## config.mk

```make
export PLATFORM = sky130hd
export DESIGN_NAME = usb_host_operational_regs
export DESIGN_NICKNAME = d
export VERILOG_FILES = /design/src/pkg/usb_host_regs_pkg.sv /design/src/hdl/usb_host_operational_regs.sv
export SDC_FILE = /design/constraint.sdc
export NUM_CORES = 1
export LEC_CHECK = 0
export ABC_AREA = 1
export ABC_CLOCK_PERIOD_IN_PS = 1600
export BUFFER_PORTS_ARGS = -buffer_cell sky130_fd_sc_hd__buf_4
export CAP_MARGIN = 20
export CORE_MARGIN = 4
export CORE_UTILIZATION = 48
export DETAILED_ROUTE_END_ITERATION = 10
export PLACE_DENSITY = 0.81
export SLEW_MARGIN = 20
export SYNTH_ARGS = -nofsm -noshare
export SYNTH_HDL_FRONTEND = slang
export SYNTH_SLANG_ARGS = --single-unit
```

## constraint.sdc

```tcl
create_clock -name clk -period 1.6 [get_ports clk]
set_clock_uncertainty 0.1 [all_clocks]
set_input_delay 0.16 -clock clk [delete_from_list [all_inputs] [get_ports clk]]
set_output_delay 0.16 -clock clk [all_outputs]
set_load 0.01 [all_outputs]
```

## src/pkg/usb_host_regs_pkg.sv

```systemverilog
package usb_host_regs_pkg;

   // Base of the register window in the CPU memory map
   localparam logic [31:0] BASE_ADDR      = 32'h1000b000;
   localparam logic [31:0] WINDOW_MASK    = 32'hffffff00;

   // Register byte offsets
   localparam logic [7:0] OFS_SPEC_VERSION  = 8'h00;
   localparam logic [7:0] OFS_HOST_STATE    = 8'h04;
   localparam logic [7:0] OFS_COMMAND       = 8'h08;
   localparam logic [7:0] OFS_IRQ_FLAGS     = 8'h0c;
   localparam logic [7:0] OFS_IRQ_EN_SET    = 8'h10;
   localparam logic [7:0] OFS_IRQ_EN_CLR    = 8'h14;
   localparam logic [7:0] OFS_COMM_AREA     = 8'h18;
   localparam logic [7:0] OFS_PERIODIC_CUR  = 8'h1c;
   localparam logic [7:0] OFS_CTRL_HEAD     = 8'h20;
   localparam logic [7:0] OFS_CTRL_CUR      = 8'h24;
   localparam logic [7:0] OFS_BULK_HEAD     = 8'h28;
   localparam logic [7:0] OFS_BULK_CUR      = 8'h2c;
   localparam logic [7:0] OFS_DONE_HEAD     = 8'h30;
   localparam logic [7:0] OFS_FRAME_LENGTH  = 8'h34;
   localparam logic [7:0] OFS_FRAME_LEFT    = 8'h38;
   localparam logic [7:0] OFS_FRAME_COUNT   = 8'h3c;
   localparam logic [7:0] OFS_PERIODIC_BEG  = 8'h40;
   localparam logic [7:0] OFS_SLOW_LIMIT    = 8'h44;
   localparam logic [7:0] OFS_HUB_DESC_A    = 8'h48;
   localparam logic [7:0] OFS_HUB_DESC_B    = 8'h4c;
   localparam logic [7:0] OFS_HUB_GLOBAL    = 8'h50;
   localparam logic [7:0] OFS_HUB_PORT1     = 8'h54;
   localparam logic [7:0] OFS_HUB_PORT2     = 8'h58;

   // Revision value (1.0)
   localparam logic [7:0] SPEC_VERSION      = 8'h10;

   // Control register fields
   localparam int CTL_RATIO_LSB    = 0;
   localparam int CTL_PERIODIC_BIT = 2;
   localparam int CTL_ISO_BIT      = 3;
   localparam int CTL_CTRL_BIT     = 4;
   localparam int CTL_BULK_BIT     = 5;
   localparam int CTL_STATE_LSB    = 6;
   localparam int CTL_ROUTE_BIT    = 8;

   // Command/status fields
   localparam int CMD_RESET_BIT    = 0;
   localparam int CMD_CTRL_BIT     = 1;
   localparam int CMD_BULK_BIT     = 2;
   localparam int CMD_OWNER_BIT    = 3;
   localparam int CMD_OVR_LSB      = 16;

   // Interrupt flag / enable positions
   localparam int IRQ_OVERRUN_BIT  = 0;
   localparam int IRQ_DONE_BIT     = 1;
   localparam int IRQ_SOF_BIT      = 2;
   localparam int IRQ_RESUME_BIT   = 3;
   localparam int IRQ_FATAL_BIT    = 4;
   localparam int IRQ_WRAP_BIT     = 5;
   localparam int IRQ_HUB_BIT      = 6;
   localparam int IRQ_OWNER_BIT    = 30;
   localparam int IRQ_GATE_BIT     = 31;
   localparam logic [31:0] IRQ_SRC_MASK = 32'h4000006f;

   // Pointer masks
   localparam logic [31:0] COMM_AREA_MASK = 32'hffffff00;
   localparam logic [31:0] LIST_PTR_MASK  = 32'hfffffff0;

   // Reset values
   localparam logic [31:0] RST_WORD       = 32'h00000000;

   typedef enum logic [1:0]
   {
      state_reset,
      state_resume,
      state_operational,
      state_suspend
   } func_state_t;

endpackage

```

## src/hdl/usb_host_operational_regs.sv

```systemverilog
`timescale 1ns/1ps
`default_nettype none

module usb_host_operational_regs
(
   input  wire logic                                    clk,
   input  wire logic                                    arst_n,
   input  wire logic                                    ce,
   input  wire logic                                    bus_sel,
   input  wire logic                                    bus_wr,
   input  wire logic [31:0]                             bus_addr,
   input  wire logic [31:0]                             bus_wdata,
   output logic      [31:0]                             bus_rdata,
   output logic                                         bus_ack,
   input  wire logic                                    resume_detect,
   input  wire logic                                    frame_begin_event,
   input  wire logic                                    done_written_event,
   input  wire logic                                    overrun_event,
   input  wire logic                                    hub_change_event,
   input  wire logic [15:0]                             frame_counter,
   input  wire logic                                    bulk_head_start,
   input  wire logic                                    ctrl_head_start,
   input  wire logic                                    bulk_fill_hw,
   input  wire logic                                    ctrl_fill_hw,
   input  wire logic                                    soft_reset_done,
   output usb_host_regs_pkg::func_state_t               functional_state_field,
   output logic      [1:0]                              ctrl_to_bulk_ratio,
   output logic                                         bulk_proc_en,
   output logic                                         ctrl_proc_en,
   output logic                                         frame_periodic_go,
   output logic                                         frame_iso_go,
   output logic                                         soft_reset_cmd,
   output logic                                         bulk_pending,
   output logic                                         ctrl_pending,
   output logic                                         irq_out,
   output logic                                         system_mgmt_irq,
   output logic      [31:0]                             shared_comm_area,
   output logic      [31:0]                             periodic_cur_ptr,
   output logic      [31:0]                             ctrl_head_ptr,
   output logic      [31:0]                             ctrl_cur_ptr,
   output logic      [31:0]                             bulk_head_ptr,
   output logic      [31:0]                             bulk_cur_ptr,
   output logic      [31:0]                             done_head_ptr
);
   import usb_host_regs_pkg::*;

   logic        rst_meta;
   logic        rst_n;
   logic        route_sel;
   logic        iso_proc_en;
   logic        periodic_proc_en;
   logic        owner_request;
   logic [1:0]  overrun_counter;
   logic [31:0] irq_flags;
   logic [31:0] irq_enables;
   logic        frame_msb_prev;
   logic        in_window;
   logic        wr_go;
   logic [31:0] next_rdata;
   logic [31:0] hw_events;
   logic        irq_pending;

   // Write strobe for one register offset
   function automatic logic wr_hit(input logic [31:0] addr, input logic [7:0] ofs,
                                   input logic go);
      wr_hit = go && (addr[7:0] == ofs);
   endfunction

   // Reset release through two flip-flops
   always_ff @(posedge clk or negedge arst_n)
   begin
      if (!arst_n)
      begin
         rst_meta <= 1'b0;
         rst_n    <= 1'b0;
      end
      else
      begin
         rst_meta <= 1'b1;
         rst_n    <= rst_meta;
      end
   end

   // Decode of the fixed memory window, word aligned; a request held over its ack is not retaken
   assign in_window = ((bus_addr & WINDOW_MASK) == BASE_ADDR) && (bus_addr[1:0] == 2'b00);
   assign wr_go     = bus_sel && bus_wr && in_window && ce && !bus_ack;

   // Hardware event vector feeding the flags
   always_comb
   begin
      hw_events                  = 32'h00000000;
      hw_events[IRQ_OVERRUN_BIT] = overrun_event;
      hw_events[IRQ_DONE_BIT]    = done_written_event;
      hw_events[IRQ_SOF_BIT]     = frame_begin_event;
      hw_events[IRQ_RESUME_BIT]  = resume_detect;
      hw_events[IRQ_WRAP_BIT]    = frame_counter[15] ^ frame_msb_prev;
      hw_events[IRQ_HUB_BIT]     = hub_change_event;
      hw_events[IRQ_OWNER_BIT]   = wr_hit(bus_addr, OFS_COMMAND, wr_go)
                                   && bus_wdata[CMD_OWNER_BIT];
   end

   // Control register fields and functional state
   always_ff @(posedge clk or negedge arst_n)
   begin
      if (!arst_n)
      begin
         functional_state_field <= state_reset;
         route_sel              <= 1'b0;
         ctrl_to_bulk_ratio     <= 2'b00;
         bulk_proc_en           <= 1'b0;
         ctrl_proc_en           <= 1'b0;
         iso_proc_en            <= 1'b0;
         periodic_proc_en       <= 1'b0;
      end
      else if (!rst_n)
      begin
         functional_state_field <= state_reset;
         route_sel              <= 1'b0;
         ctrl_to_bulk_ratio     <= 2'b00;
         bulk_proc_en           <= 1'b0;
         ctrl_proc_en           <= 1'b0;
         iso_proc_en            <= 1'b0;
         periodic_proc_en       <= 1'b0;
      end
      else if (ce)
      begin
         if (wr_hit(bus_addr, OFS_HOST_STATE, wr_go))
         begin
            functional_state_field <= func_state_t'(bus_wdata[CTL_STATE_LSB +: 2]);
            route_sel              <= bus_wdata[CTL_ROUTE_BIT];
            ctrl_to_bulk_ratio     <= bus_wdata[CTL_RATIO_LSB +: 2];
            bulk_proc_en           <= bus_wdata[CTL_BULK_BIT];
            ctrl_proc_en           <= bus_wdata[CTL_CTRL_BIT];
            iso_proc_en            <= bus_wdata[CTL_ISO_BIT];
            periodic_proc_en       <= bus_wdata[CTL_PERIODIC_BIT];
         end
         else if (resume_detect && functional_state_field == state_suspend)
         begin
            functional_state_field <= state_resume;
         end
      end
   end

   // Periodic gates latched at each frame start for the list walker
   always_ff @(posedge clk or negedge arst_n)
   begin
      if (!arst_n)
      begin
         frame_periodic_go <= 1'b0;
         frame_iso_go      <= 1'b0;
      end
      else if (!rst_n)
      begin
         frame_periodic_go <= 1'b0;
         frame_iso_go      <= 1'b0;
      end
      else if (ce && frame_begin_event)
      begin
         frame_periodic_go <= periodic_proc_en;
         frame_iso_go      <= periodic_proc_en && iso_proc_en;
      end
   end

   // Command/status: reset command, filled bits, ownership request, overrun count
   always_ff @(posedge clk or negedge arst_n)
   begin
      if (!arst_n)
      begin
         soft_reset_cmd  <= 1'b0;
         bulk_pending    <= 1'b0;
         ctrl_pending    <= 1'b0;
         owner_request   <= 1'b0;
         overrun_counter <= 2'b00;
      end
      else if (!rst_n)
      begin
         soft_reset_cmd  <= 1'b0;
         bulk_pending    <= 1'b0;
         ctrl_pending    <= 1'b0;
         owner_request   <= 1'b0;
         overrun_counter <= 2'b00;
      end
      else if (ce)
      begin
         if (wr_hit(bus_addr, OFS_COMMAND, wr_go))
         begin
            owner_request <= bus_wdata[CMD_OWNER_BIT];
         end
         // A software set beats a same-cycle completion
         if (wr_hit(bus_addr, OFS_COMMAND, wr_go) && bus_wdata[CMD_RESET_BIT])
            soft_reset_cmd <= 1'b1;
         else if (soft_reset_done)
            soft_reset_cmd <= 1'b0;
         if ((wr_hit(bus_addr, OFS_COMMAND, wr_go) && bus_wdata[CMD_BULK_BIT]) || bulk_fill_hw)
            bulk_pending <= 1'b1;
         else if (bulk_head_start)
            bulk_pending <= 1'b0;
         if ((wr_hit(bus_addr, OFS_COMMAND, wr_go) && bus_wdata[CMD_CTRL_BIT]) || ctrl_fill_hw)
            ctrl_pending <= 1'b1;
         else if (ctrl_head_start)
            ctrl_pending <= 1'b0;
         if (overrun_event)
            overrun_counter <= overrun_counter + 2'b01;
      end
   end

   // Sticky flags: hardware sets, software writes one to clear, set wins
   always_ff @(posedge clk or negedge arst_n)
   begin
      if (!arst_n)
      begin
         irq_flags      <= RST_WORD;
         frame_msb_prev <= 1'b0;
      end
      else if (!rst_n)
      begin
         irq_flags      <= RST_WORD;
         frame_msb_prev <= frame_counter[15];
      end
      else if (ce)
      begin
         frame_msb_prev <= frame_counter[15];
         if (wr_hit(bus_addr, OFS_IRQ_FLAGS, wr_go))
            irq_flags <= ((irq_flags & ~bus_wdata) | hw_events) & IRQ_SRC_MASK;
         else
            irq_flags <= (irq_flags | hw_events) & IRQ_SRC_MASK;
      end
   end

   // Enable state shared by the set and clear views
   always_ff @(posedge clk or negedge arst_n)
   begin
      if (!arst_n)
         irq_enables <= RST_WORD;
      else if (!rst_n)
         irq_enables <= RST_WORD;
      else if (ce)
      begin
         if (wr_hit(bus_addr, OFS_IRQ_EN_SET, wr_go))
            irq_enables <= (irq_enables | bus_wdata)
                           & (IRQ_SRC_MASK | (32'h1 << IRQ_GATE_BIT));
         else if (wr_hit(bus_addr, OFS_IRQ_EN_CLR, wr_go))
            irq_enables <= irq_enables & ~bus_wdata;
      end
   end

   // Memory pointers; unused low bits are never stored
   always_ff @(posedge clk or negedge arst_n)
   begin
      if (!arst_n)
      begin
         shared_comm_area <= RST_WORD;
         periodic_cur_ptr <= RST_WORD;
         ctrl_head_ptr    <= RST_WORD;
         ctrl_cur_ptr     <= RST_WORD;
         bulk_head_ptr    <= RST_WORD;
         bulk_cur_ptr     <= RST_WORD;
         done_head_ptr    <= RST_WORD;
      end
      else if (!rst_n)
      begin
         shared_comm_area <= RST_WORD;
         periodic_cur_ptr <= RST_WORD;
         ctrl_head_ptr    <= RST_WORD;
         ctrl_cur_ptr     <= RST_WORD;
         bulk_head_ptr    <= RST_WORD;
         bulk_cur_ptr     <= RST_WORD;
         done_head_ptr    <= RST_WORD;
      end
      else if (ce)
      begin
         if (wr_hit(bus_addr, OFS_COMM_AREA, wr_go))
            shared_comm_area <= bus_wdata & COMM_AREA_MASK;
         if (wr_hit(bus_addr, OFS_PERIODIC_CUR, wr_go))
            periodic_cur_ptr <= bus_wdata & LIST_PTR_MASK;
         if (wr_hit(bus_addr, OFS_CTRL_HEAD, wr_go))
            ctrl_head_ptr <= bus_wdata & LIST_PTR_MASK;
         if (wr_hit(bus_addr, OFS_CTRL_CUR, wr_go))
            ctrl_cur_ptr <= bus_wdata & LIST_PTR_MASK;
         if (wr_hit(bus_addr, OFS_BULK_HEAD, wr_go))
            bulk_head_ptr <= bus_wdata & LIST_PTR_MASK;
         if (wr_hit(bus_addr, OFS_BULK_CUR, wr_go))
            bulk_cur_ptr <= bus_wdata & LIST_PTR_MASK;
         if (wr_hit(bus_addr, OFS_DONE_HEAD, wr_go))
            done_head_ptr <= bus_wdata & LIST_PTR_MASK;
      end
   end

   // Read data selection; frame and hub registers live in other blocks
   always_comb
   begin
      next_rdata = 32'h00000000;
      unique case (bus_addr[7:0])
         OFS_SPEC_VERSION: next_rdata[7:0] = SPEC_VERSION;
         OFS_HOST_STATE:
         begin
            next_rdata[CTL_RATIO_LSB +: 2]  = ctrl_to_bulk_ratio;
            next_rdata[CTL_PERIODIC_BIT]    = periodic_proc_en;
            next_rdata[CTL_ISO_BIT]         = iso_proc_en;
            next_rdata[CTL_CTRL_BIT]        = ctrl_proc_en;
            next_rdata[CTL_BULK_BIT]        = bulk_proc_en;
            next_rdata[CTL_STATE_LSB +: 2]  = functional_state_field;
            next_rdata[CTL_ROUTE_BIT]       = route_sel;
         end
         OFS_COMMAND:
         begin
            next_rdata[CMD_RESET_BIT]       = soft_reset_cmd;
            next_rdata[CMD_CTRL_BIT]        = ctrl_pending;
            next_rdata[CMD_BULK_BIT]        = bulk_pending;
            next_rdata[CMD_OWNER_BIT]       = owner_request;
            next_rdata[CMD_OVR_LSB +: 2]    = overrun_counter;
         end
         OFS_IRQ_FLAGS:    next_rdata = irq_flags;
         OFS_IRQ_EN_SET:   next_rdata = irq_enables;
         OFS_IRQ_EN_CLR:   next_rdata = irq_enables;
         OFS_COMM_AREA:    next_rdata = shared_comm_area;
         OFS_PERIODIC_CUR: next_rdata = periodic_cur_ptr;
         OFS_CTRL_HEAD:    next_rdata = ctrl_head_ptr;
         OFS_CTRL_CUR:     next_rdata = ctrl_cur_ptr;
         OFS_BULK_HEAD:    next_rdata = bulk_head_ptr;
         OFS_BULK_CUR:     next_rdata = bulk_cur_ptr;
         OFS_DONE_HEAD:    next_rdata = done_head_ptr;
         default:          next_rdata = 32'h00000000;
      endcase
   end

   // Bus answer one cycle after a selected access
   always_ff @(posedge clk or negedge arst_n)
   begin
      if (!arst_n)
      begin
         bus_rdata <= 32'h00000000;
         bus_ack   <= 1'b0;
      end
      else if (!rst_n)
      begin
         bus_rdata <= 32'h00000000;
         bus_ack   <= 1'b0;
      end
      else if (ce)
      begin
         bus_ack   <= bus_sel && in_window && !bus_ack;
         bus_rdata <= (bus_sel && !bus_wr && in_window && !bus_ack) ? next_rdata : 32'h00000000;
      end
   end

   // Any enabled flag under the master gate
   assign irq_pending = irq_enables[IRQ_GATE_BIT] && |(irq_flags & irq_enables & IRQ_SRC_MASK);

   // Interrupt routed to one of two outputs
   always_ff @(posedge clk or negedge arst_n)
   begin
      if (!arst_n)
      begin
         irq_out         <= 1'b0;
         system_mgmt_irq <= 1'b0;
      end
      else if (!rst_n)
      begin
         irq_out         <= 1'b0;
         system_mgmt_irq <= 1'b0;
      end
      else if (ce)
      begin
         irq_out         <= irq_pending && !route_sel;
         system_mgmt_irq <= irq_pending && route_sel;
      end
   end

endmodule

`default_nettype wire

```

==> impl_metrics.sql <==
INSERT INTO impl_metrics (metric_group, metric, value, unit) VALUES
('run_status', 'status', 'finished with violations', ''),
('run_status', 'violated_checks', 'negative setup slack', ''),
('synthesis', 'synth_area_per_cell', '7.94', 'um^2'),
('synthesis', 'synth.ff_latch_count', '286', ''),
('die', 'die_x', '177', 'um'),
('clock_network', 'cts_made_buffers', '31', ''),
('grt', 'global_route.peak_usage_layer', 'met2', ''),
('timing', 'maxSlewViolCount', '0', ''),
('synthesis', 'synth_sequential_area_ratio', '52.5', '%'),
('die', 'floorplan.initialDensity', '48.8', '%'),
('timing', 'grt_setup_unrepaired', 'true', ''),
('final_layout', 'most_common_library_cell_in_the_layout_ignoring_fill_and_taps', 'nand2_1', ''),
('routing', 'routed_wirelength', '53.2', 'mm'),
('synthesis', 'yosysWarningCount', '0', ''),
('final_layout', 'nets', '2263', ''),
('critical_path', 'crit_path_start_kind', 'flop', ''),
('power', 'p_leak', '9.95', 'nW'),
('clock_network', 'cts.sink_count', '286', ''),
('synthesis', 'synth_xor_area_share', '0.0642', '%'),
('grt', 'track_usage', '33.4', '%'),
('routing', 'drc', '0', ''),
('die', 'die-area', '0.0312', 'mm^2'),
('clock_network', 'cts_max_path_buffers', '3', ''),
('placement', 'post-dp-hpwl', '36.9', 'mm'),
('final_layout', 'fraction_of_layout_instances_using_a_drive_strength_above_1', '27.2', '%'),
('hold_path', 'min-delay-path-class', 'in2reg', ''),
('routing', 'via_count', '14700', ''),
('timing', 'final_period_minus_worst_setup_slack', '1950', 'ps'),
('critical_path', 'critical_path.endpoint_type', 'flop', ''),
('final_layout', 'final-instance-count-excl-fill', '2569', ''),
('critical_path', 'crit_fanout', '26', ''),
('power', 'pwr_dens', '819', 'mW/mm^2'),
('routing', 'routed_via_density', '5.71', ''),
('clock_network', 'clock_latency', '560', 'ps'),
('timing', 'hold_viol', '0', ''),
('power', 'internal_power', '12.1', 'mW'),
('timing', 'finalSetupViolCount', '276', ''),
('synthesis', 'synth_adder_area_share', '0', '%'),
('timing', 'final.setup.tns', '-62080', 'ps'),
('final_layout', 'areaGrowthSynthToFinish', '42.2', '%'),
('grt', 'vias_in_the_first_global_route', '14500', ''),
('clock_network', 'htree_levels', '1', ''),
('routing', 'final_antenna_net_count', '0', ''),
('timing', 'post-route-period-util', '122', '%'),
('synthesis', 'synthMuxAreaShare', '0', '%'),
('power', 'comb_power_share', '7.0', '%'),
('critical_path', 'worst-r2r-cell-count', '10', ''),
('critical_path', 'crit_path_arrival_time', '2290', 'ps'),
('clock_network', 'cts_tree', 'yes', ''),
('grt', 'met3_usage', '5.65', '%'),
('timing', 'worst_pin_slew', '539', 'ps'),
('grt', 'grt_max_degree', '65', ''),
('grt', 'met1_resource_use_gr', '44.9', '%'),
('synthesis', 'synth_top_family_by_area', 'simple AND/OR/NAND/NOR gates', ''),
('synthesis', 'synthesis.area', '0.0136', 'mm^2'),
('power', 'power.share.clock', '47.0', '%'),
('final_layout', 'finalCoreUtilization', '69.4', '%'),
('grt', 'groute.layer.met2.usage', '53.8', '%'),
('timing', 'post-route-worst-setup-slack', '-352', 'ps'),
('power', 'worst_vdd_rail_ir_drop', '0.755', 'mV'),
('die', 'core', '0.0279', 'mm^2'),
('timing', 'clock.fmax', '512', 'MHz'),
('synthesis', 'count_of_distinct_cell_types_in_the_synthesized_netlist', '37', ''),
('synthesis', 'post_synth_and_or_nand_nor_area_fraction', '27.0', '%'),
('power', 'switching_share', '24.0', '%'),
('critical_path', 'cp_data_required_time', '1940', 'ps'),
('placement', 'port_buffers', '317', ''),
('grt', 'overflow_left_after_global_routing', '0', ''),
('routing', 'number_of_detailed_routing_iterations_run_before_antenna_repair', '7', ''),
('synthesis', 'compound_cell_area_share_of_the_yosys_netlist', '11.4', '%'),
('flow_run', 'cap_violations', '0', '');
==> repair_timing <==
action,in CTS,in global routing
pin swaps,7,5
endpoints found under the setup margin,276,277
gates resized for setup,72,16
cloned,4,0
hold endpoints to repair,499,0
hold buffers,47,0
setup buffers,6,1
==> final timing paths <==
check | endpoint | slack (ps) | start
hold / removal | bus_ack | 160 | bus_addr[25]
setup reg to reg | bulk_cur_ptr[24] | -350 | bus_ack
setup / recovery | bulk_cur_ptr[24] | -350 | bus_ack
min in group asynchronous | bulk_pending | 520 | arst_n
max in group asynchronous | rst_n | 200 | arst_n
hold reg to reg | rst_n | 260 | rst_meta
==> per-stage QoR <==
step                instance area [um^2]  worst slack [ps]  hold slack (ps)
floorplan                          13900              -105             -236
global placement                   17500              -410            -43.2
detailed placement                 17500              -419            -43.7
CTS                                19300              -270              129
global route                       19400              -401              169
finish                             19400              -352              160
==> power groups by stage <==
stage | registers, mW | logic, mW | clock network [mW]
floorplan | 7.42 | 0.396 | 0
global placement | 7.43 | 0.959 | 0
detailed placement | 7.43 | 0.972 | 0
CTS | 7.30 | 1.09 | 7.50
global route | 7.30 | 1.20 | 7.79
finish | 7.30 | 1.11 | 7.47
==> registers in the layout, summed over array words and instances (netlist names), 7 cells and up <==
name / count
bulk_cur_ptr: 28
bulk_head_ptr: 28
bus_rdata: 32
ctrl_cur_ptr: 28
ctrl_head_ptr: 28
done_head_ptr: 28
irq_enables: 32
irq_flags: 7
periodic_cur_ptr: 28
shared_comm_area: 24
==> critical path, stage by stage, from the launching register on <==
cell and delay (ps):
dfrtp_1 400, inv_2 70, nand2_2 60, nor2_4 120, nand3_2 100, nor2_4 160
nand2_4 140, inv_8 130, nand2_2 100, buf_12 180, o21ai_1 260
==> kinds of logic after synthesis <==
family | count (synthesis)
compound gates | 302
xor+xnor | 1
buf+inv | 271
flops | 286
other cells | 2
simple gates | 855
==> synth_stat cells (all sizes together) <==
| cell | count | area, um^2 |
|---|---|---|
| and3 | 3 | 18.8 |
| nor2 | 85 | 372 |
| a22o | 1 | 8.76 |
| nand4 | 27 | 169 |
| o21ai | 275 | 1380 |
| dfrtp | 286 | 7160 |
| buf | 92 | 556 |
| o21a | 1 | 7.51 |
| clkbuf | 33 | 124 |
| inv | 146 | 551 |
| conb | 2 | 7.51 |
| o31ai | 2 | 15.0 |
| o211ai | 4 | 30.0 |
| a21oi | 14 | 81.3 |
| nand3 | 225 | 1140 |
| xnor2 | 1 | 8.76 |
| o22ai | 5 | 31.3 |
| nand3b | 3 | 22.5 |
| nand2 | 497 | 1880 |
| nor3b | 1 | 7.51 |
| nor3 | 6 | 30.0 |
| or2 | 7 | 43.8 |
| nor4 | 1 | 6.26 |
==> per-layer routing <==
metal  vias up  share of wire (%)  routed length (um)
met5         -                  0                   0
met4         0                4.9                2630
met3       192                 12                6190
met2      1056                 46               24600
met1      6968                 37               19700
li1       6451                  -                   -
==> cell type report <==
cell class                 instances  area [um^2]
timing repair inverter             1         6.26
clock inverter                    16          213
inverter                         146          566
multi-input combinational       1191         5640
fill                            2174         8540
tap                              378          473
sequential                       286         7160
timing repair buffer             511         4480
clock buffer                      40          850
Power figures use the tool's default switching activity.
